$ cat src/hdl/pdtc_pkg.sv
// Package for the programmable divider and tune counter.
// Assumes a 100 MHz system clock and classic Wishbone register access.
package pdtc_pkg;

	// Clock rates
	localparam int unsigned CLK_HZ   = 100_000_000;
	localparam int unsigned XTAL_HZ  = 5_000_000;
	localparam int unsigned REF_HZ   = 50_000;
	localparam int unsigned PHASE_HZ = 50;

	// Fixed division ratios derived from the rates
	localparam int unsigned XTAL_DIV  = CLK_HZ / XTAL_HZ;
	localparam int unsigned REF_DIV   = XTAL_HZ / REF_HZ;
	localparam int unsigned PHASE_DIV = REF_HZ / PHASE_HZ;

	// Oscillator prescaler ratio
	localparam int unsigned PRESCALE = 20;

	// Indicator hold time and its cycle count
	localparam int unsigned MONO_US     = 30_000;
	localparam int unsigned MONO_CYCLES = MONO_US * (CLK_HZ / 1_000_000);

	// Decade geometry
	localparam int unsigned DIGITS     = 7;
	localparam int unsigned CMP_DIGITS = 3;

	// Terminal values, halving bit plus seven BCD digits
	localparam logic [27:0] TERM_HIGH_BCD  = 28'h0213999;
	localparam logic        TERM_HIGH_HALF = 1'b1;
	localparam logic [27:0] TERM_LOW_BCD   = 28'h9785999;
	localparam logic        TERM_LOW_HALF  = 1'b0;
	localparam logic [3:0]  BCD_NINE       = 4'h9;

	// Register word offsets (byte addresses)
	localparam logic [3:0] REG_CTRL   = 4'h0;
	localparam logic [3:0] REG_DIGITS = 4'h4;
	localparam logic [3:0] REG_STATUS = 4'h8;
	localparam logic [3:0] REG_COUNT  = 4'hc;

	// Control field positions and reset values
	localparam int unsigned CTRL_HOLD_BIT   = 0;
	localparam int unsigned CTRL_HIGHOF_BIT = 1;
	localparam logic [1:0]  CTRL_RESET      = 2'h0;
	localparam logic [27:0] DIGITS_RESET    = 28'h0000000;

	// Status field positions
	localparam int unsigned STAT_HIGHER_BIT = 0;
	localparam int unsigned STAT_LOWER_BIT  = 1;
	localparam int unsigned STAT_OVF_BIT    = 2;
	localparam int unsigned STAT_HALF_BIT   = 3;

	// Bus response states
	typedef enum logic [0:0] {
		PDTC_BUS_IDLE = 1'b0,
		PDTC_BUS_ACK  = 1'b1
	} pdtc_bus_t;

endpackage

$ cat src/hdl/pdtc_decade.sv
// Presettable BCD divide-by-ten stage with carry.
// Assumes one synchronous clock and an active-low asynchronous reset.
`timescale 1ns/100ps
`default_nettype none
module pdtc_decade (
	// Clock and reset
	input  wire logic       mclk,
	input  wire logic       reset_n,
	// Control
	input  wire logic       load,
	input  wire logic [3:0] loadValue,
	input  wire logic       clear,
	input  wire logic       countEn,
	// Result
	output logic      [3:0] digit,
	output logic            carry
);
	import pdtc_pkg::*;

	// Carry as the stage rolls over from nine
	assign carry = countEn && (digit == BCD_NINE);

	// Load, clear, or count; full stage clears itself
	always_ff @(posedge mclk or negedge reset_n) begin
		if (!reset_n) begin
			digit <= 4'h0;
		end else if (load) begin
			digit <= loadValue;
		end else if (clear) begin
			digit <= 4'h0;
		end else if (countEn) begin
			digit <= (digit == BCD_NINE) ? 4'h0 : digit + 4'h1;
		end
	end
endmodule
`default_nettype wire

$ cat src/hdl/pdtc_divider.sv
// Programmable divider, terminal detector and tune comparison counter.
// Assumes inputs synchronous to mclk and a classic Wishbone master.
//
// The placing of the registers and the Wishbone register port were decided locally.
`timescale 1ns/100ps
`default_nettype none

// Behaviour
// - Oscillator input edges are divided by twenty before the programmable chain.
// - In hold mode the chain emits 5 Hz pulses at the selected frequency.
// - The 50 Hz phase reference comes from a 5 MHz tick through fixed dividers.
// - Digit switches select frequency in 100 Hz steps.
// - Each division cycle loads the nines' complement of the digits and counts up.
// - Decimal stages are presettable BCD decades loaded with complemented digits.
// - The most significant stage is a single halving flip-flop.
// - Terminal detector recognises 10213999 or 9785999 by offset selection and pulses.
// - Each decade clears itself when full and passes a carry on.
// - Search mode bypasses the lowest decade, giving 50 Hz at the match.
// - In search mode a 3-decade counter plus overflow counts 50 kHz, divider-reset.
// - Gating above 50 Hz clears the counter early; decrease lamp lights.
// - Input below setting toggles overflow, holding the increase lamp on.
// - At the match frequency the two lamps light alternately.
module pdtc_divider #(
	parameter int unsigned MONO_LEN = pdtc_pkg::MONO_CYCLES
) (
	// Clock and reset
	input  wire logic        mclk,
	input  wire logic        reset_n,
	// Wishbone slave
	input  wire logic        cyc_i,
	input  wire logic        stb_i,
	input  wire logic        we_i,
	input  wire logic [3:0]  adr_i,
	input  wire logic [3:0]  sel_i,
	input  wire logic [31:0] dat_i,
	output logic      [31:0] dat_o,
	output logic             ack_o,
	// Receiver oscillator
	input  wire logic        variableOscillatorInput,
	// Phase detector and lamps
	output logic             divPulse,
	output logic             refPulse,
	output logic             tuneHigher,
	output logic             tuneLower
);
	import pdtc_pkg::*;

	// Register state
	logic        holdMode;
	logic        highOffset;
	logic [27:0] digitSwitch;
	pdtc_bus_t   busState;

	// Prescaler and reference chain
	logic        oscPrev;
	logic [4:0]  preCount;
	logic        preTick;
	logic [4:0]  xtalCount;
	logic        xtalTick;
	logic [6:0]  refCount;
	logic        tick50k;
	logic [9:0]  phaseCount;

	// Programmable chain
	logic [27:0] chain;
	logic [6:0]  carry;
	logic [6:0]  stageEn;
	logic        finalHalvingStage;
	logic        atTerm;
	logic [27:0] nineComp;
	logic [27:0] termBcd;
	logic        termHalf;
	logic [27:0] cmpMask;

	// Comparison counter and indicator
	logic [11:0] cmpChain;
	logic [2:0]  cmpCarry;
	logic [2:0]  cmpEn;
	logic        overflow;
	logic        overflowEvt;
	logic [31:0] monoCount;
	logic        searchMode;
	logic        busHit;
	logic        wrHit;
	logic        startLoad;
	logic        chainLoad;

	// Mode and bus decode; writes land at the ack edge
	assign searchMode = !holdMode;
	assign busHit     = cyc_i && stb_i && (busState == PDTC_BUS_IDLE);
	assign wrHit      = cyc_i && stb_i && we_i && ack_o;

	// Wishbone handshake, one wait state then a single ack
	always_ff @(posedge mclk or negedge reset_n) begin
		if (!reset_n) begin
			busState <= PDTC_BUS_IDLE;
			ack_o    <= 1'b0;
		end else begin
			case (busState)
				PDTC_BUS_IDLE: begin
					ack_o <= busHit;
					if (busHit) begin
						busState <= PDTC_BUS_ACK;
					end
				end
				PDTC_BUS_ACK: begin
					ack_o    <= 1'b0;
					busState <= PDTC_BUS_IDLE;
				end
				default: begin
					ack_o    <= 1'b0;
					busState <= PDTC_BUS_IDLE;
				end
			endcase
		end
	end

	// Register writes at the ack edge, honouring byte lanes
	always_ff @(posedge mclk or negedge reset_n) begin
		if (!reset_n) begin
			holdMode    <= CTRL_RESET[CTRL_HOLD_BIT];
			highOffset  <= CTRL_RESET[CTRL_HIGHOF_BIT];
			digitSwitch <= DIGITS_RESET;
		end else if (wrHit) begin
			if (adr_i == REG_CTRL && sel_i[0]) begin
				holdMode   <= dat_i[CTRL_HOLD_BIT];
				highOffset <= dat_i[CTRL_HIGHOF_BIT];
			end
			if (adr_i == REG_DIGITS) begin
				if (sel_i[0]) begin
					digitSwitch[7:0] <= dat_i[7:0];
				end
				if (sel_i[1]) begin
					digitSwitch[15:8] <= dat_i[15:8];
				end
				if (sel_i[2]) begin
					digitSwitch[23:16] <= dat_i[23:16];
				end
				if (sel_i[3]) begin
					digitSwitch[27:24] <= dat_i[27:24];
				end
			end
		end
	end

	// Read data; unmapped offsets read zero
	always_ff @(posedge mclk or negedge reset_n) begin
		if (!reset_n) begin
			dat_o <= 32'h0;
		end else if (busHit && !we_i) begin
			case (adr_i)
				REG_CTRL:   dat_o <= {30'h0, highOffset, holdMode};
				REG_DIGITS: dat_o <= {4'h0, digitSwitch};
				REG_STATUS: dat_o <= {28'h0, finalHalvingStage, overflow,
						tuneLower, tuneHigher};
				REG_COUNT:  dat_o <= {4'h0, chain};
				default:    dat_o <= 32'h0;
			endcase
		end
	end

	// Oscillator edge detect and divide by twenty
	always_ff @(posedge mclk or negedge reset_n) begin
		if (!reset_n) begin
			oscPrev  <= 1'b0;
			preCount <= 5'h0;
			preTick  <= 1'b0;
		end else begin
			oscPrev <= variableOscillatorInput;
			preTick <= 1'b0;
			if (variableOscillatorInput && !oscPrev) begin
				if (preCount == 5'(PRESCALE - 1)) begin
					preCount <= 5'h0;
					preTick  <= 1'b1;
				end else begin
					preCount <= preCount + 5'h1;
				end
			end
		end
	end

	// Crystal tick, 50 kHz reference and 50 Hz phase reference
	always_ff @(posedge mclk or negedge reset_n) begin
		if (!reset_n) begin
			xtalCount  <= 5'h0;
			xtalTick   <= 1'b0;
			refCount   <= 7'h0;
			tick50k    <= 1'b0;
			phaseCount <= 10'h0;
			refPulse   <= 1'b0;
		end else begin
			xtalTick <= (xtalCount == 5'(XTAL_DIV - 1));
			xtalCount <= (xtalCount == 5'(XTAL_DIV - 1)) ? 5'h0 : xtalCount + 5'h1;
			tick50k  <= 1'b0;
			refPulse <= 1'b0;
			if (xtalTick) begin
				if (refCount == 7'(REF_DIV - 1)) begin
					refCount <= 7'h0;
					tick50k  <= 1'b1;
					if (phaseCount == 10'(PHASE_DIV - 1)) begin
						phaseCount <= 10'h0;
						refPulse   <= 1'b1;
					end else begin
						phaseCount <= phaseCount + 10'h1;
					end
				end else begin
					refCount <= refCount + 7'h1;
				end
			end
		end
	end

	// Switch wiring gives the nines' complement per digit
	always_comb begin
		for (int d = 0; d < DIGITS; d++) begin
			nineComp[d*4 +: 4] = BCD_NINE - digitSwitch[d*4 +: 4];
		end
	end

	// Offset selection and search-mode digit mask
	assign termBcd  = highOffset ? TERM_HIGH_BCD : TERM_LOW_BCD;
	assign termHalf = highOffset ? TERM_HIGH_HALF : TERM_LOW_HALF;
	assign cmpMask  = searchMode ? 28'hffffff0 : 28'hfffffff;

	// Terminal detector over all stage outputs except the lowest decade in search mode
	assign atTerm = ((chain & cmpMask) == (termBcd & cmpMask))
			&& (finalHalvingStage == termHalf);

	// Stage enables; lowest decade is bypassed in search mode
	assign stageEn[0] = searchMode ? 1'b0 : preTick;
	assign stageEn[1] = searchMode ? preTick : carry[0];
	genvar g;
	generate
		for (g = 2; g < DIGITS; g++) begin : gEn
			assign stageEn[g] = carry[g-1];
		end
	endgenerate

	// Restart the division cycle after reset or a new setting
	always_ff @(posedge mclk or negedge reset_n) begin
		if (!reset_n) begin
			startLoad <= 1'b1;
		end else begin
			startLoad <= wrHit && (adr_i == REG_DIGITS);
		end
	end

	// Preset on terminal count or restart
	assign chainLoad = atTerm || startLoad;

	// Programmable decade chain
	generate
		for (g = 0; g < DIGITS; g++) begin : gDec
			pdtc_decade uDecade (
				.mclk      (mclk),
				.reset_n   (reset_n),
				.load      (chainLoad),
				.loadValue (nineComp[g*4 +: 4]),
				.clear     (1'b0),
				.countEn   (stageEn[g]),
				.digit     (chain[g*4 +: 4]),
				.carry     (carry[g])
			);
		end
	endgenerate

	// Final halving stage and divider output pulse
	always_ff @(posedge mclk or negedge reset_n) begin
		if (!reset_n) begin
			finalHalvingStage <= 1'b0;
			divPulse          <= 1'b0;
		end else begin
			divPulse <= atTerm;
			if (chainLoad) begin
				finalHalvingStage <= 1'b0;
			end else if (carry[DIGITS-1]) begin
				finalHalvingStage <= !finalHalvingStage;
			end
		end
	end

	// Comparison counter enables
	assign cmpEn[0] = searchMode && tick50k;
	assign cmpEn[1] = cmpCarry[0];
	assign cmpEn[2] = cmpCarry[1];

	// Three decade comparison counter, cleared by the divider output
	generate
		for (g = 0; g < CMP_DIGITS; g++) begin : gCmp
			pdtc_decade uCmp (
				.mclk      (mclk),
				.reset_n   (reset_n),
				.load      (1'b0),
				.loadValue (4'h0),
				.clear     (divPulse || holdMode),
				.countEn   (cmpEn[g]),
				.digit     (cmpChain[g*4 +: 4]),
				.carry     (cmpCarry[g])
			);
		end
	endgenerate

	// Overflow flip-flop toggles at each thousandth count
	assign overflowEvt = cmpCarry[CMP_DIGITS-1] && !divPulse;
	always_ff @(posedge mclk or negedge reset_n) begin
		if (!reset_n) begin
			overflow <= 1'b0;
		end else if (overflowEvt) begin
			overflow <= !overflow;
		end
	end

	// Retriggerable indicator monostable
	always_ff @(posedge mclk or negedge reset_n) begin
		if (!reset_n) begin
			monoCount <= 32'h0;
		end else if (holdMode) begin
			monoCount <= 32'h0;
		end else if (overflowEvt) begin
			monoCount <= 32'(MONO_LEN);
		end else if (monoCount != 32'h0) begin
			monoCount <= monoCount - 32'h1;
		end
	end

	// Lamp drive; in search mode exactly one lamp is lit
	always_ff @(posedge mclk or negedge reset_n) begin
		if (!reset_n) begin
			tuneHigher <= 1'b0;
			tuneLower  <= 1'b0;
		end else begin
			tuneHigher <= searchMode && (monoCount != 32'h0) || searchMode && overflowEvt;
			tuneLower  <= searchMode && (monoCount == 32'h0) && !overflowEvt;
		end
	end
endmodule
`default_nettype wire

$ cat config.mk
export PLATFORM = sky130hd
export DESIGN_NAME = pdtc_divider
export DESIGN_NICKNAME = d
export VERILOG_FILES = /design/src/hdl/pdtc_pkg.sv /design/src/hdl/pdtc_decade.sv /design/src/hdl/pdtc_divider.sv
export SDC_FILE = /design/constraint.sdc
export NUM_CORES = 1
export LEC_CHECK = 0
export ABC_AREA = 1
export BUFFER_PORTS_ARGS = -buffer_cell sky130_fd_sc_hd__buf_2
export CAP_MARGIN = 0
export CORE_ASPECT_RATIO = 0.6
export CORE_MARGIN = 3
export CORE_UTILIZATION = 36
export CTS_CLUSTER_SIZE = 20
export DETAILED_ROUTE_END_ITERATION = 10
export SYNTH_ARGS = -nofsm -noshare
export SYNTH_HDL_FRONTEND = slang
export SYNTH_SLANG_ARGS = --single-unit
$ cat constraint.sdc
create_clock -name mclk -period 4.85 [get_ports mclk]
set_clock_uncertainty 0.1 [all_clocks]
set_input_delay 0.2425 -clock mclk [delete_from_list [all_inputs] [get_ports mclk]]
set_output_delay 0.2425 -clock mclk [all_outputs]
set_load 0.03 [all_outputs]
==> results by group <==
Logic synthesis
  – Yosys top cell area share: 0.466
  – Sequential share of the synthesized area: 0.469
  – Ys async rst share: 1.00
  – Count of cell types in the netlist: 44
  – Post-synth EDFFs: 0
  – Compound-Gate Fraction of Synth Area: 0.0805
  – Largest family of logic cells by synthesized area: simple AND/OR/NAND/NOR gates
  – Xor/xnor cell area share of the yosys netlist: 0.0408
  – Post-synthesis simple-gate area fraction: 0.296
  – Post-synthesis mux area share: 0.00749
  – Synth top area cells: dfrtp_1, nand2_1, nor2_1, inv_1, nand3_1
  – Synth area leader: dfrtp_1
  – FF+latch count, synth: 169
  – Synth Area in Adders: 0.0250
  – Cells after Synth: 1150
  – Top FF cell, synth: dfrtp_1
  – Post-Syn Area: 9010 sq um
  – Syn Area/Cell: between 7 and 8 sq um
  – YS warnings: 0

Clocking
  – Cts bufs inserted: 17
  – CTS H-Tree Depth: 4
  – Max clock buf depth: 2
  – CTS clk-pin slew, worst paths: 70 ps
  – Post-CTS Setup Bufs: 0
  – Post-cts sizing count: 0
  – Worst skew pair latency: 440 ps
  – Clock root buffer: clkbuf_16
  – TritonCTS sink count: 169
  – CTS tree: built

Setup path
  – Critical Path AT: 2800 ps
  – Worst r2r src: gDec[1].uDecade.digit[2]
  – CP Launch Type: register
  – CP cell instances: inv_1 -> nand2_1 -> inv_1 -> nand2_2 -> nor2_1 -> nand3_2 -> o21bai_2 -> buf_4 -> nor2_1 -> nand2_1 -> nand3_1
  – Crit path max fanout: 18
  – Slowest-stage cell, CP: o21bai_2
  – Worst R2R End: gDec[1].uDecade.digit[1]
  – Crit path largest cell delay: 700 ps
  – CP top delay family: simple AND/OR/NAND/NOR gates
  – R2R cell count: 11
  – Setup crit end kind: register
  – CP bufs+invs: 3
  – Reg2reg setup slack: ~2300 ps
  – Critical Path RT: 5060 ps
  – Crit path kind: register to register

Worst hold path
  – Min-delay src: dat_i[0]
  – Worst min path class: input pin to register
  – Hold path depth: 3
  – Hold endpoint: holdMode

Global route
  – GRT overflow: 0
  – Vias in the first global route: 6925
  – First-pass GRT wire length: around 36 mm
  – Initial antenna violation count: 0
  – Largest net degree at the start of global routing: 97
  – GRT Total Usage: 0.166

STA
  – Slack of the critical path: 2260 ps
  – Max_slew headroom: 0.402
  – Measured slew at the worst slew-check pin: about 900 ps
  – Fmax achieved: 386 MHz
  – RSZ-0062 raised after global routing: false
  – Final-report hold violation count: 0
  – Fin Setup TNS: 0 ps
  – Final min period: 2590 ps
  – Max Slew Vio Count: 0
  – Fin crit share: 0.534
  – Setup-failing EPs final: 0

Floorplan
  – Die Wd: 210 microns
  – Initial Util: 0.370
  – Rows: 44
  – IO Pins: 83
  – Core area: roughly 24000 sq um
  – Die area: 27000 sq um
  – Die height: approximately 130 microns

Placement
  – HPWL after DPL: 15.8 mm
  – DP Area: approximately 9700 sq um
  – Post-Place Cells: 1531
  – Final RePlAce weighted congestion: approximately 0.89
  – Pre-CTS WS: 2320 ps
  – Number of port buffers: between 70 and 80

Final layout
  – Seq. cell area: 4230 sq um
  – Area of the multi-input gates: 4070 sq um
  – Layout area overhead: 17.2%
  – # diodes: 0
  – Fillers: 2460
  – Layout Cells excl Fill: 1591
  – Final nets: 1320
  – Design area: about 11000 sq um
  – Layout cell share with drive strength beyond 1: 0.129

Route
  – Vias per cell: 4.77
  – Routed WL per cell: 13.7 microns
  – TritonRoute pass-1 iters: 5
  – Drc violations: 0
  – Final wirelength: 21.8 mm
  – Routed Antenna Nets: 0
  – Initial drt markers: 568
  – DR vias: 7593

Pwr
  – Final Power: 3.11 mW
  – Worst VDD drop: 0.000188 V
  – Pleak: around 5.6 nW
  – Power Density: 295 nW/um^2

Run
  – # Max-Cap Violations: 0

Run status
  – Outcome: finished clean
-- layer usage --
layer / track usage / wire length (microns) / up-vias / part of all wire
met3: 0.0426 / 1150 / 19 / 0.053
met4: 0.0412 / 232 / 0 / 0.011
met2: 0.214 / 8240 / 139 / 0.38
met5: 0 / 0 / - / 0
li1: - / - / 3902 / -
met1: 0.269 / 12200 / 3533 / 0.56
-- worst max path at each step --
stage          depth (start not counted)                       end                startpoint
4_1_cts                               11  gDec[1].uDecade.digit[1]  gDec[1].uDecade.digit[2]
5_1_grt                                9              monoCount[0]              monoCount[0]
3_3_place_gp                          11  gDec[1].uDecade.digit[1]  gDec[1].uDecade.digit[2]
6_report                              11  gDec[1].uDecade.digit[1]  gDec[1].uDecade.digit[2]
3_5_place_dp                           9              monoCount[0]              monoCount[0]
2_1_floorplan                         10              monoCount[1]              monoCount[0]
-- synthesized netlist by cell type, types with 3 or more instances --
cell type and number:
nor2_4 6, nand3b_1 6, nor3_1 26, o21ai_0 41
buf_6 3, o31ai_1 6, clkbuf_1 10, o21ai_1 8
nand4_1 18, xnor2_1 11, nand2_1 288, inv_1 140
buf_2 6, mux2_2 6, buf_4 7, nor2_2 11
inv_2 10, dfrtp_1 168, nor3b_1 3, or2_2 3
nand3_1 84, nor2_1 144, nand2_2 5, o22ai_1 23
xor2_1 31, nand3_2 6, ha_1 18, a21oi_1 41
-- cells by family after synthesis --
logic type,after synthesis
buffers and inverters,178
DFF,169
other,1
AOI/OAI and AO/OA,129
adders and majority gates,18
muxes,6
and+or+nand+nor,607
xor gates and xnor gates,42
-- power by group --
group / internal [mW] / switching, mW / leakage [nW] / total [mW]
registers: 1.47 / 0.0491 / 2.21 / 1.52
clock network: 0.751 / 0.575 / 0.270 / 1.33
logic: 0.0958 / 0.177 / 3.14 / 0.273
-- through the flow --
step | hold WS [ps] | util
global placement | 299 | 0.398
global route | 14.2 | 0.433
floorplan | -153 | -
finish | 26.7 | 0.433
CTS | 24.0 | 0.433
detailed placement | 288 | 0.398
-- repair_timing --
item	4_1_cts	5_1_grt
endpoints found under the hold margin	121	0
endpoints found under the setup margin	0	0
hold buffers	28	0
-- registers in the layout (all words and copies together) (netlist names), 7 cells and up --
signal and flops:
monoCount 32, gDec.uDecade.digit 28, dat_o 28, phaseCount 10, digitSwitch 28, gCmp.uCmp.digit 12
refCount 7
-- cell usage in the layout (no fill, tap or decap), types with 23 or more instances in the layout --
master / instances
a21oi_1: 41
inv_1: 140
nor3_1: 26
nand3_1: 84
dlygate4sd3_1: 28
xor2_1: 31
dfrtp_1: 168
o22ai_1: 23
nor2_1: 144
nand2_1: 288
buf_2: 73
o21ai_0: 41
-- area by class of cell --
class                           count  area share
Multi-Input combinational cell    806       0.385
Clock buffer                       23      0.0453
Sequential cell                   169       0.400
Timing Repair Buffer              110      0.0679
Clock inverter                      9     0.00877
Tap cell                          322      0.0381
Inverter                          152      0.0540
-- worst min-delay path: cells and delay by family --
family | cells | cell delay [ps]
AOI/OAI and AO/OA | 1 | 150
buffers and inverters | 2 | 140
(Power assumes the default switching activity.)
